<file path="config.mk">
export PLATFORM = sky130hd
export DESIGN_NAME = mii_phy_timing
export DESIGN_NICKNAME = d
export VERILOG_FILES = /design/src/rtl/mii_phy_pkg.sv /design/src/rtl/mii_phy_timing.sv /design/src/rtl/tap_delay.sv
export VERILOG_INCLUDE_DIRS = /design/src /design/src/rtl
export SDC_FILE = /design/constraint.sdc
export NUM_CORES = 1
export LEC_CHECK = 0
export BUFFER_PORTS_ARGS = -buffer_cell sky130_fd_sc_hd__buf_4
export CELL_PAD_IN_SITES_DETAIL_PLACEMENT = 0
export CELL_PAD_IN_SITES_GLOBAL_PLACEMENT = 1
export CORE_MARGIN = 3
export CORE_UTILIZATION = 47
export CTS_BUF_LIST = sky130_fd_sc_hd__clkbuf_8
export DETAILED_ROUTE_END_ITERATION = 6
export PLACE_DENSITY = 0.81
export SETUP_SLACK_MARGIN = 0.4
export SLEW_MARGIN = 20
export SYNTH_ARGS = -nofsm -noshare
export SYNTH_HDL_FRONTEND = slang
export SYNTH_SLANG_ARGS = --single-unit
</file>
<file path="constraint.sdc">
create_clock -name clk_sys -period 1.8 [get_ports clk_sys]
set_clock_uncertainty 0.2 [all_clocks]
set_input_delay 0.54 -clock clk_sys [delete_from_list [all_inputs] [get_ports clk_sys]]
set_output_delay 0.54 -clock clk_sys [all_outputs]
set_load 0.01 [all_outputs]
</file>
<file path="src/rtl/mii_phy_cfg.svh">
// Timing constants for the PHY-side MII timing block
`ifndef MII_PHY_CFG_SVH
`define MII_PHY_CFG_SVH

`define CLK_NS 25
`define CYC_UP(ns) ((((ns) + `CLK_NS - 1) / `CLK_NS) < 1 ? 1 : \
	(((ns) + `CLK_NS - 1) / `CLK_NS))
`define CYC_DN(ns) ((((ns) / `CLK_NS) < 1) ? 1 : ((ns) / `CLK_NS))

`define BIT100_NS 10
`define BIT10_NS 100
`define HALF100_NS 16
`define HALF10_NS 200
`define SER_TX_HI_NS 25
`define SER_TX_LO_NS 75
`define SER_RX_HALF_NS 50

`define TX100_LAT_BITS 6
`define TX10_LAT_TENTHS 35
`define CRS_ON_BITS 20
`define CRS_OFF_BITS 24

`define SYNC_LAT 4
`define RX_STRETCH_CYC 4

`define TX100_LAT_CYC `CYC_DN(`TX100_LAT_BITS * `BIT100_NS)
`define TX10_LAT_CYC `CYC_DN(`TX10_LAT_TENTHS * `BIT10_NS / 10)
`define CRS_ON_CYC (`CYC_DN(`CRS_ON_BITS * `BIT100_NS) - `SYNC_LAT)
`define CRS_OFF_CYC (`CYC_DN(`CRS_OFF_BITS * `BIT100_NS) - `SYNC_LAT)

`endif

</file>
<file path="src/rtl/mii_phy_pkg.sv">
// Types shared by the PHY-side MII timing block
package mii_phy_pkg;
	typedef enum logic [1:0] {MODE_100, MODE_10_NIB, MODE_10_SER} mode_t;
	typedef enum logic {RS_RUN, RS_STRETCH} rx_st_t;
	typedef struct packed {
		logic en;
		logic [3:0] d;
	} mii_tx_t;
	typedef struct packed {
		logic dv;
		logic [3:0] d;
	} mii_rx_t;
endpackage

</file>
<file path="src/rtl/mii_phy_timing.sv">
// PHY-side MII clocks, transmit sampling, receive launch and line latency
`timescale 1ns/1ps
`include "mii_phy_cfg.svh"
module mii_phy_timing
	import mii_phy_pkg::*;
#(
	parameter int STRETCH_CYC = `RX_STRETCH_CYC
)
(
	input wire logic clk_sys, // System clock, 40 MHz
	input wire logic rstn, // Async reset, active low
	input wire mode_t mode, // Speed and format, static while linked
	output logic tx_clk, // Transmit clock to the MAC
	input wire mii_tx_t mac_tx, // Transmit enable and data from the MAC
	output logic rx_clk, // Receive clock to the MAC
	output mii_rx_t mac_rx, // Receive valid and data to the MAC
	output logic crs, // Carrier sense to the MAC
	output mii_tx_t line_tx, // Delayed transmit stream toward the line
	input wire logic [3:0] line_rxd, // Received data from the line
	input wire logic line_rx_dv, // Received data valid from the line
	input wire logic line_act, // High from first J bit to first T bit
	input wire logic line_sd, // Signal detect
	input wire logic rec_sel // High when recovered clock is selected
);
	logic [7:0] s1_q, s2_q, s3_q, filt_q, filt_d;
	logic f_dv, f_act, f_sd, f_rec;
	logic [3:0] f_rxd;
	logic tph_q, tph_d, texp, smp;
	logic [4:0] tcnt_q, tcnt_d;
	mii_tx_t cap_q, cap_d;
	logic rph_q, rph_d, rtog, rx_fall, pend_q, pend_d, rec_q;
	logic [4:0] rcnt_q, rcnt_d;
	rx_st_t rs_q, rs_d;
	mii_rx_t rxo_q, rxo_d;
	logic crs_q, crs_d, tgt;
	logic [3:0] ccnt_q, ccnt_d;

	function automatic logic [4:0] phase_len(input mode_t m, input logic rx,
		input logic hi);
		logic [4:0] n;
		n = 5'h01;
		case (m)
			MODE_100: n = 5'(`CYC_UP(`HALF100_NS));
			MODE_10_NIB: n = 5'(`CYC_UP(`HALF10_NS));
			MODE_10_SER:
			begin
				if (rx)
					n = 5'(`CYC_UP(`SER_RX_HALF_NS));
				else if (hi)
					n = 5'(`CYC_UP(`SER_TX_HI_NS));
				else
					n = 5'(`CYC_UP(`SER_TX_LO_NS));
			end
			default: n = 5'h01;
		endcase
		return n;
	endfunction

	// Phase that may be held longer during a clock source switch
	function automatic logic stretch_hi(input mode_t m);
		return m == MODE_10_SER;
	endfunction

	// Line pins: three flops, a change counts when stages two and three agree
	always_comb
	begin
		filt_d = (s3_q & ~(s2_q ^ s3_q)) | (filt_q & (s2_q ^ s3_q));
	end
	assign {f_rxd, f_dv, f_act, f_sd, f_rec} = filt_q;

	always_ff @(posedge clk_sys or negedge rstn)
	begin
		if (!rstn)
		begin
			s1_q <= 8'h00;
			s2_q <= 8'h00;
			s3_q <= 8'h00;
			filt_q <= 8'h00;
		end
		else
		begin
			s1_q <= {line_rxd, line_rx_dv, line_act, line_sd, rec_sel};
			s2_q <= s1_q;
			s3_q <= s2_q;
			filt_q <= filt_d;
		end
	end

	// Transmit clock; the MAC runs on it, so its pins are sampled directly
	always_comb
	begin
		texp = tcnt_q == phase_len(mode, 1'b0, tph_q) - 5'h01;
		tph_d = texp ? ~tph_q : tph_q;
		tcnt_d = texp ? 5'h00 : tcnt_q + 5'h01;
		smp = texp & ((mode == MODE_10_NIB) ? tph_q : ~tph_q);
		cap_d = smp ? mac_tx : cap_q;
	end

	always_ff @(posedge clk_sys or negedge rstn)
	begin
		if (!rstn)
		begin
			tph_q <= 1'b0;
			tcnt_q <= 5'h00;
			cap_q <= '0;
		end
		else
		begin
			tph_q <= tph_d;
			tcnt_q <= tcnt_d;
			cap_q <= cap_d;
		end
	end

	// line latency counted from the sampling edge
	tap_delay #(
		.W(5),
		.D(16)
	) u_tx_line (
		.clk_sys(clk_sys),
		.rstn(rstn),
		.din(cap_d),
		.tap((mode == MODE_100) ? 4'(`TX100_LAT_CYC - 1) :
			4'(`TX10_LAT_CYC - 1)),
		.dout(line_tx)
	);

	// Receive clock with stretch on a reference/recovered switch
	always_comb
	begin
		rs_d = rs_q;
		rph_d = rph_q;
		rcnt_d = rcnt_q + 5'h01;
		rtog = 1'b0;
		case (rs_q)
			RS_RUN:
			begin
				if (rcnt_q == phase_len(mode, 1'b1, rph_q) - 5'h01)
				begin
					rcnt_d = 5'h00;
					// full phase first, then hold it
					if (pend_q && rph_q == stretch_hi(mode))
						rs_d = RS_STRETCH;
					else
						rtog = 1'b1;
				end
			end
			RS_STRETCH:
			begin
				if (rcnt_q == 5'(STRETCH_CYC - 1))
				begin
					rcnt_d = 5'h00;
					rtog = 1'b1;
					rs_d = RS_RUN;
				end
			end
			default:
			begin
				rs_d = RS_RUN;
				rcnt_d = 5'h00;
			end
		endcase
		if (rtog)
			rph_d = ~rph_q;
		rx_fall = rtog & rph_q;
		// A new switch arriving as the stretch ends stays pending
		pend_d = (pend_q & ~(rtog & (rs_q == RS_STRETCH))) | (f_rec ^ rec_q);
		// receive outputs launched at the falling edge
		rxo_d = rx_fall ? {f_dv, f_rxd} : rxo_q;
	end

	always_ff @(posedge clk_sys or negedge rstn)
	begin
		if (!rstn)
		begin
			rs_q <= RS_RUN;
			rph_q <= 1'b0;
			rcnt_q <= 5'h00;
			pend_q <= 1'b0;
			rec_q <= 1'b0;
			rxo_q <= '0;
		end
		else
		begin
			rs_q <= rs_d;
			rph_q <= rph_d;
			rcnt_q <= rcnt_d;
			pend_q <= pend_d;
			rec_q <= f_rec;
			rxo_q <= rxo_d;
		end
	end

	// Carrier sense; the count already absorbs the synchroniser latency
	always_comb
	begin
		tgt = f_act & (f_sd | (mode != MODE_100));
		crs_d = crs_q;
		ccnt_d = 4'h0;
		if (tgt != crs_q)
		begin
			if (ccnt_q == (crs_q ? 4'(`CRS_OFF_CYC - 1) : 4'(`CRS_ON_CYC - 1)))
				crs_d = tgt;
			else
				ccnt_d = ccnt_q + 4'h1;
		end
	end

	always_ff @(posedge clk_sys or negedge rstn)
	begin
		if (!rstn)
		begin
			crs_q <= 1'b0;
			ccnt_q <= 4'h0;
		end
		else
		begin
			crs_q <= crs_d;
			ccnt_q <= ccnt_d;
		end
	end

	assign tx_clk = tph_q;
	assign rx_clk = rph_q;
	assign mac_rx = rxo_q;
	assign crs = crs_q;
endmodule

</file>
<file path="src/rtl/tap_delay.sv">
// Shift-register delay line with a selectable tap and registered output
`timescale 1ns/1ps
module tap_delay #(
	parameter int W = 5,
	parameter int D = 16
)
(
	input wire logic clk_sys, // System clock
	input wire logic rstn, // Async reset, active low
	input wire logic [W-1:0] din, // Value entering the line
	input wire logic [$clog2(D)-1:0] tap, // Stage whose value is output
	output logic [W-1:0] dout // Tap value, one register later
);
	logic [W-1:0] sr_q [D];
	logic [W-1:0] sr_d [D];
	logic [W-1:0] out_q;
	logic [W-1:0] out_d;

	always_comb
	begin
		sr_d[0] = din;
		for (int i = 1; i < D; i++)
			sr_d[i] = sr_q[i-1];
		out_d = sr_q[tap];
	end

	always_ff @(posedge clk_sys or negedge rstn)
	begin
		if (!rstn)
		begin
			for (int i = 0; i < D; i++)
				sr_q[i] <= '0;
			out_q <= '0;
		end
		else
		begin
			sr_q <= sr_d;
			out_q <= out_d;
		end
	end

	assign dout = out_q;
endmodule

</file>
# Word level (Yosys, flattened, before mapping)
# Cells that the tools add are included.
[totals]
ff_bits = 147
input_bits = 17
out_inout_bits = 13
elab_cells = 95
[op_classes]
addsub = 5
order_cmp = 1
n_eq_ne = 8
muxes = 25
bitwise = 18
n_reduce_logical = 4
[op_table]
columns = ["cell", "count"]
rows = [
  ["two-way mux 5 bit", 7],
  ["binary-select mux 5 bit (select 4 bit)", 1],
  ["AND 8 bit", 2],
  ["one-hot mux 4 bit (2 select lines)", 2],
  ["two-way mux 4 bit", 3],
  ["adder 5 x 1 -> 5 bit, second input constant", 2],
  ["equality test 5 bit", 2],
  ["one-hot mux 5 bit (2 select lines)", 1],
  ["subtractor 5 x 1 -> 5 bit, second input constant", 2],
  ["NOT 8 bit", 1],
  ["bitwise OR 8 bit", 1],
  ["bitwise XOR 8 bit", 1],
  ["two-way mux 1 bit", 7],
  ["AND 1 bit", 5],
  ["equality test 5 x 2 -> 1 bit, second input constant", 1],
  [">= comparator 5 bit, second input constant", 1],
  ["NOT 4 -> 5 bit", 1],
  ["adder 4 x 1 -> 4 bit, second input constant", 1],
  ["equality test 4 x 3 -> 1 bit", 1],
  ["NOT 1 bit", 4],
  ["one-hot mux 1 bit (2 select lines)", 2],
  ["two-way mux 3 bit", 1],
  ["equality test 2 x 1 -> 1 bit, second input constant", 1],
  ["equality test 2 bit, second input constant", 1],
  ["9 further kinds", 10],
]

# Depth between registers and ports, before layout
# Gate-level depths: netlist of run 1.
[logic_depth]
word_depth = 11
depth_mapped = 9
mapped_depth_nobuf = 8

# By module
# From an unflattened synthesis of run 1, not the netlist that was laid out.
[unflattened]
hier_cells = 332
hier_area_um2 = 5271.3
[by_module_without_submodules]
columns = ["module", "n_inst", "cells_each", "area_each_um2", "seq_area_each_um2"]
rows = [
  ["tap_delay", 1, 132, 2727.6, 2127.0],
  ["mii_phy_timing", 1, 200, 2543.7, 1551.5],
]

# Least setup slack after synthesis of run 1
# OpenSTA, ideal clock, no wires.
[synth_timing]
kind = "input to register"
from = "input port mode[1]"
to = "register rxo_q (netlist bit mac_rx[2])"
setup_time_ps = 140
t_arrival_ps = 1976
t_required_ps = 1460
slack_ps = -516
cell_stages = 9
path_buffers = 1
path_cell_list = "inv_1 > ha_1 > inv_1 > ha_1 > xor2_1 > or3_1 > clkbuf_1 > o211ai_1 > o211ai_1"
[synth_via]
elab_chain_len = 8
word_cells_on_any_way = 12
classes_between = "add/sub: 1; eq/ne: 4; mux: 5; bitwise: 1; reduce/logical: 1"
[synth_rtl]
columns = ["item", "line_no", "text"]
rows = [
  ["start: declaration", "mii_phy_timing.sv:12", "input wire mode_t mode,"],
  ["equality test 2 bit / equality test 2 x 1 -> 1 bit (equally long branches)", "mii_phy_timing.sv:42, mii_phy_timing.sv:61", ""],
  ["one-hot mux 4 bit (2 select lines)", "mii_phy_timing.sv:42", "case (m)"],
  ["two-way mux 5 bit", "mii_phy_timing.sv:135", "case (rs_q)"],
  ["subtractor 5 x 1 -> 5 bit", "mii_phy_timing.sv:138", "if (rcnt_q == phase_len(mode, 1'b1, rph_q) - 5'h01)"],
  ["equality test 5 bit", "mii_phy_timing.sv:138", ""],
  ["two-way mux 1 bit (*)", "mii_phy_timing.sv:138", ""],
  ["one-hot mux 1 bit (2 select lines) (*)", "mii_phy_timing.sv:135", ""],
  ["AND 1 bit (*)", "mii_phy_timing.sv:165", "rx_fall = rtog & rph_q;"],
  ["end signal: assignment", "mii_phy_timing.sv:190", "rxo_q <= rxo_d;"],
  ["end: declaration", "mii_phy_timing.sv:34", "mii_rx_t rxo_q, rxo_d;"],
]
# Every way passes the cells marked *; elsewhere a longest branch is shown, timed or not. The select of a mux whose other input is x is not followed.
# A chain may end at the register's enable or synchronous reset.

# Final worst setup path of run 1
[layout_timing]
from = "input port mode[1]"
to = "register cap_q[4] in the netlist's numbering"
[layout_via]
elab_chain_len = 6
word_cells_on_any_way = 8
classes_between = "add/sub: 1; eq/ne: 3; mux: 3; bitwise: 1"
[layout_rtl]
columns = ["item", "line_no", "text"]
rows = [
  ["equality test 2 bit / equality test 2 x 1 -> 1 bit (equally long branches)", "mii_phy_timing.sv:42, mii_phy_timing.sv:95", ""],
  ["one-hot mux 4 bit (2 select lines)", "mii_phy_timing.sv:42", ""],
  ["subtractor 5 x 1 -> 5 bit", "mii_phy_timing.sv:92", "texp = tcnt_q == phase_len(mode, 1'b0, tph_q) - 5'h01;"],
  ["equality test 5 bit", "mii_phy_timing.sv:92", ""],
  ["AND 1 bit (*)", "mii_phy_timing.sv:95", "smp = texp & ((mode == MODE_10_NIB) ? tph_q : ~tph_q);"],
  ["two-way mux 5 bit (*)", "mii_phy_timing.sv:96", "cap_d = smp ? mac_tx : cap_q;"],
  ["end signal: assignment", "mii_phy_timing.sv:111", "cap_q <= cap_d;"],
  ["end: declaration", "mii_phy_timing.sv:30", "mii_tx_t cap_q, cap_d;"],
]
# Every way passes the cells marked *; elsewhere a longest branch is shown, timed or not.

==> impl_metrics.ini, run 1 <==
[drt]
vias_per_cell = 5.05
drt_wl_total_mm = 7.91
firstDrtPassIters = 4
post_drt_wl_per_cell_um = 16.3
ant_nets = 0
dr.first_iter.drc_count = 99
vias = 2443
remaining_drc_errors = 0

[run_status]
violations = setup timing
status = finished with violations

[timing]
hold-worst-slack_ps = 151
finalWorstSetupSlack_ps = -160
slew_viol_final = 0
setup_viol = 21
post-route-period-util_pct = 109
hold_violations = 0
maxSlewHeadroom_pct = 67.8
rsz0062_at_grt = yes
max_freq_mhz = 510
min_period_ps = 1960
worstMarginPinSlew_ps = 483
setup_tns_ps = -1390

[critical_path]
endpoint_kind = flip-flop
worst_ep_required_time_ps = 1900
cp_max_fo = 5
ff2ff_path_depth = 4
arrival_ps = 2060
r2r-end = cap_q[4]
r2r_setup_slack_ps = -90
r2r-start = tcnt_q[0]
path_class = input pin to flip-flop
startpoint_type = input pin

[global_routing]
grt.overflow.total = 0
first_global_vias = 2613
use_met2_pct = 25.5
grt_use_met3_pct = 4.91
antenna_found_initial = 0
met1_usage_pct = 23.3
grt_max_degree = 58
grt_pass1_wl_mm = 13.1
top_usage_layer = met2
gr-usage-all-layers_pct = 17.0

[synthesis]
synth_compound_area_share_pct = 4.66
yosysSeqAreaShare_pct = 76.4
synth_cell_types = 34
netlist_area_um2 = 4320
yosysWarnings = 0
synth_fa_ha_area_share_pct = 4.17
synth-seq-cells = 132
synth_area_per_cell_um2 = 16.0
synth_top_cell_area_share_pct = 76.4
synth.largest_area_cell = dfrtp_1
synth_top_family_by_area = simple AND/OR/NAND/NOR gates
synthCells = 270
synth_area_leaders = dfrtp_1, mux2_2, ha_1, xor2_1, maj3_1
synth-xor-area-share_pct = 3.44
synth_fp_nets = 295
muxShareOfSynthArea_pct = 2.87
synth-simple-area-share_pct = 7.53

[cells_and_area]
area.growth.synth_to_final_pct = 37.5
nets = 388
fillerInstances = 595
mostFrequentLayoutCell = dfrtp_1
layout_common_cells = dfrtp_1, buf_4, buf_6
finalCoreUtilization_pct = 67.2
drive_above_1_share_pct = 42.8
antenna_cells = 0

[floorplanning]
rows = 34
core_area_um2 = 8850
io_pins = 30
die_w_um = 102
start_util_pct = 48.9
die_h_um = 102
die-area_um2 = 10400

[clocking]
root_buffer = clkbuf_8
clk_latency_ps = 420
cts_made_buffers = 17
cts_tree = done
cts_max_level = 4
cts_buffer_depth = 2
clkTransAtPathRegs_ps = 70
clock_sinks = 132

[pwr]
power_density_nw_per_um2 = 1600
p_total_mw = 9.54
peakVddDrop_mv = 0.777
p_leak_nw = 2.67

[place]
pre_cts_slack_ps = -647
gp_congestion = 0.901
io_buffers = 29
hpwl_mm = 4.44

[worst_hold_path]
min_from = s1_q[1]
whs_path_depth = 0
hp-class = flip-flop to flip-flop
min_to = s2_q[1]

[flow_run]
maxCapViolCount = 0
[final cells by class]
type | count | area, um2 | area share [%]
clock inverter | 15 | 173 | 2.90
multi-input combinational | 128 | 1340 | 22.5
inverter | 6 | 41.3 | 0.695
sequential | 132 | 3300 | 55.6
tap | 108 | 135 | 2.27
timing repair buffer | 78 | 719 | 12.1
clock buffer | 17 | 234 | 3.94
[metrics by stage]
step                      area (um2)  std cells
after global placement          4880        423
after CTS                       5760        477
after detailed placement        4880        423
after global routing            5940        484
final                           5940        484
after floorplan                 4400        270
[critical path, stage by stage]
cell      delay (ps)
buf_12           100
inv_16            30
ha_4             170
or3_4            400
a211oi_4         270
nand4_4          200
mux2_4           340
[worst max-delay path by stage]
stage,endpoint,slack [ps],depth (start not counted),from
floorplan,mac_rx[2],-320,9,mode[1]
global placement,u_tx_line.sr_d[71],-580,7,mode[1]
detailed placement,cap_q[4],-650,7,mode[1]
CTS,cap_q[4],-150,4,tcnt_q[2]
global route,cap_q[4],-180,7,mode[1]
finish,cap_q[4],-160,7,mode[1]
[power by group]
part           internal (mW)  switching [mW]  total [mW]
Sequential              3.99           0.533        4.52
Clock                   1.27            1.20        2.47
Combinational           1.41            1.14        2.55
Total                   6.67            2.87        9.54
[cells in the mapped netlist]
cell / count
dfrtp_1: 132
mux2_2: 11
nor2_1: 11
o211ai_1: 10
xor2_1: 10
and2_1: 8
ha_1: 8
maj3_1: 8
nand2_1: 7
xnor2_1: 7
inv_1: 6
nand3_1: 6
nor2b_1: 6
a221oi_1: 5
nor3_1: 5
o21ai_0: 3
or3_1: 3
and3_1: 2
and3_2: 2
buf_2: 2
clkbuf_1: 2
nand2b_1: 2
nor4bb_1: 2
o22ai_1: 2
a211oi_1: 1
a211oi_2: 1
a21boi_0: 1
a21oi_1: 1
a31oi_1: 1
and3b_1: 1
nand4_2: 1
nor4b_2: 1
o21bai_1: 1
o22a_1: 1
[per-layer routing]
metal	vias up	share of wire [%]
li1	1121	-
met1	1255	45
met2	52	50
met3	15	3.9
met4	0	1.7
met5	-	0
[repair_timing]
| item | in CTS | in global routing |
|---|---|---|
| endpoints found under the setup margin | 42 | 43 |
| hold buffers | 6 | 3 |
| buffers inserted | 16 | 4 |
| endpoints found under the hold margin | 72 | 3 |
| pin swaps | 19 | 28 |
| resized for setup | 61 | 24 |
[cells by family after synthesis]
family	count (synthesis)
buffers and inverters	10
and+or+nand+nor	57
muxes	11
AOI/OAI and AO/OA	27
xor gates and xnor gates	17
adders and majority gates	16
DFF	132
[registers in the layout, indices dropped and copies added, names as in the netlist, named ones only]
register,cells
tcnt_q,5
ccnt_q,4
s3_q,8
u_tx_line.dout,5
pend_q,1
rec_q,1
u_tx_line.sr_d,69
mac_rx,5
s2_q,8
rs_q,1
tx_clk,1
rcnt_q,5
crs,1
cap_q,1
rx_clk,1
s1_q,8
No activity file was read; power rests on OpenSTA's default activity.
==> run 2: changes to the inputs <==
Settings changed: ABC_AREA set to 1, CORE_MARGIN 3 to 4, CORE_UTILIZATION 47 to 46.
==> impl_metrics.ini, run 2 <==
[run_status]
status = finished, final reports clean

[timing]
slew_viol_final = 0
maxSlewHeadroom_pct = 78.6
max_freq_mhz = 561
post-route-period-util_pct = 99.0
rsz0062_at_grt = yes
worstMarginPinSlew_ps = 321
setup_viol = 0
finalWorstSetupSlack_ps = 18.5
hold-worst-slack_ps = 33.4
min_period_ps = 1780
hold_violations = 0

[drt]
ant_nets = 0
remaining_drc_errors = 0
firstDrtPassIters = 4
post_drt_wl_per_cell_um = 12.8
drt_wl_total_mm = 6.46
vias = 2325
dr.first_iter.drc_count = 109
vias_per_cell = 4.61

[global_routing]
gr-usage-all-layers_pct = 13.1
grt.overflow.total = 0
antenna_found_initial = 0
grt_max_degree = 66
grt_pass1_wl_mm = 11.1
first_global_vias = 2330

[clocking]
cts_buffer_depth = 2
cts_tree = done
clock_sinks = 132
clk_latency_ps = 410
cts_made_buffers = 17
cts_max_level = 4
root_buffer = clkbuf_8
clkTransAtPathRegs_ps = 70

[synthesis]
synth_fp_nets = 326
netlist_area_um2 = 4240
synth.largest_area_cell = dfrtp_1
synth-edff-count = 0
synthTopCellsByCount = dfrtp_1, nand2_1, nor2_1
yosysSeqAreaShare_pct = 77.8
synth_top_cell_area_share_pct = 77.8
synth_area_per_cell_um2 = 14.1
synthCells = 301
synth_cell_types = 24
synth_flop_cell = dfrtp_1
synth-seq-cells = 132
synth_area_leaders = dfrtp_1, nand2_1, ha_1, maj3_1, nand3_1
yosysMostFrequentCell = dfrtp_1
async_flop_share_pct = 100
yosysWarnings = 0

[critical_path]
r2r-end = mac_rx[2]
slowest_stage = dfrtp_1
ff2ff_path_depth = 10
r2r_setup_slack_ps = 120
worst_ep_required_time_ps = 1060
endpoint_kind = output pin
cp_max_fo = 2
crit_path_end = rx_clk
startpoint = rx_clk
path_common_cell = buf_6
startpoint_type = flip-flop
r2r-start = rx_clk
path_cells = buf_6, buf_6
worst_path_largest_cell_delay_ps = 390
path_class = flip-flop to output pin
arrival_ps = 1040

[cells_and_area]
largest_reg_flops = 69
layout_common_cells = dfrtp_1, nand2_1, buf_4
drive_above_1_share_pct = 36.4
mostFrequentLayoutCell = dfrtp_1
antenna_cells = 0
finalCoreUtilization_pct = 63.8
stdcell_area_um2 = 5640
nets = 409
area.growth.synth_to_final_pct = 33.0

[floorplanning]
rows = 34
die_w_um = 104
die-area_um2 = 10800
io_pins = 30
die_h_um = 104
core_area_um2 = 8850
start_util_pct = 48.0

[pwr]
peakVddDrop_mv = 0.765
p_leak_nw = 2.75
share_comb_of_total_power_pct = 25.0
p_sw_share_pct = 28.5
p_total_mw = 9.13
p_int_mw = 6.53
pwr-share-clk_pct = 26.1
power_density_nw_per_um2 = 1620
switching_power_mw = 2.60
p_seq_share_pct = 48.9

[place]
hpwl_mm = 4.13
io_buffers = 29
pre_cts_slack_ps = -328
gp_congestion = 0.726
placed_area_um2 = 4780

[worst_hold_path]
hp-class = input pin to flip-flop

[flow_run]
maxCapViolCount = 0
[run 2: cell count changes in the layout (fill, tap and decap cells not counted), moves of 7 or more]
| cell | before | now |
|---|---|---|
| buf_4 | 44 | 33 |
| mux2_2 | 9 | 0 |
| o211ai_1 | 10 | 0 |
| and2_1 | 7 | 0 |
| inv_2 | 0 | 7 |
| nand2_2 | 0 | 11 |
| inv_1 | 4 | 11 |
| nand2_1 | 5 | 50 |
[run 2: through the flow]
step                setup TNS, ps  cells
floorplan                   -1570    301
global placement            -5330    449
detailed placement          -5970    449
CTS                         -4.67    496
global route                -24.8    504
finish                          0    504
[run 2: cell families (layout without fill, tap and decap cells)]
kind of cell | count (synthesis) | after routing | synth area share (%)
compound gates | 10 | 10 | 1.33
buf+inv | 20 | 115 | 1.95
fa+ha+maj | 16 | 16 | 4.25
simple gates | 111 | 111 | 12.2
flops | 132 | 132 | 77.8
xor+xnor | 12 | 12 | 2.48
[run 2: layout make-up]
class | count | area [um2]
flip-flops and latches | 132 | 3300
clock inverters | 13 | 145
repair buffers | 65 | 628
fillers | 657 | 3210
clock buffers | 18 | 248
inverters | 19 | 100
multi-input cells | 149 | 1080
well taps | 108 | 135
[run 2: what timing repair did]
action | 4_1_cts | 5_1_grt
pin swaps | 11 | 18
buffers inserted | 11 | 8
setup endpoints to repair | 38 | 40
gates resized for setup | 39 | 33
hold buffers | 5 | 0
hold endpoints to repair | 45 | 0
[run 2: how the worst min path moves through the flow]
stage                       start                 end  slack [ps]  cells after the start
6_report              line_rxd[3]             s1_q[7]          30                      1
5_1_grt               line_rxd[3]             s1_q[7]           3                      1
4_1_cts               line_rxd[3]             s1_q[7]           5                      1
3_5_place_dp   u_tx_line.sr_d[36]  u_tx_line.sr_d[31]         130                      0
3_3_place_gp              s1_q[4]             s2_q[4]         130                      0
2_1_floorplan                rstn           async pin          40                      0
[run 2: worst max-delay path: cells and delay by family (launching register included)]
kind / cells / cell delay (ps)
flops: 1 / 390
buf+inv: 2 / 230
[run 2: metal layers]
| metal | vias up | share of wire, % | GRT usage [%] |
|---|---|---|---|
| met5 | - | 0 | 0 |
| li1 | 1131 | - | - |
| met1 | 1153 | 46 | 17.7 |
| met3 | 6 | 3.9 | 5.15 |
| met2 | 35 | 49 | 19.6 |
| met4 | 0 | 1.1 | 4.27 |
[run 2: power by group through the flow]
stage | logic [mW] | clock network, mW | registers [mW]
after floorplan | 0.967 | 0 | 4.42
after global placement | 1.52 | 0 | 4.44
after detailed placement | 1.56 | 0 | 4.49
after CTS | 1.94 | 2.47 | 4.46
after global routing | 2.52 | 2.61 | 4.58
final | 2.28 | 2.39 | 4.46
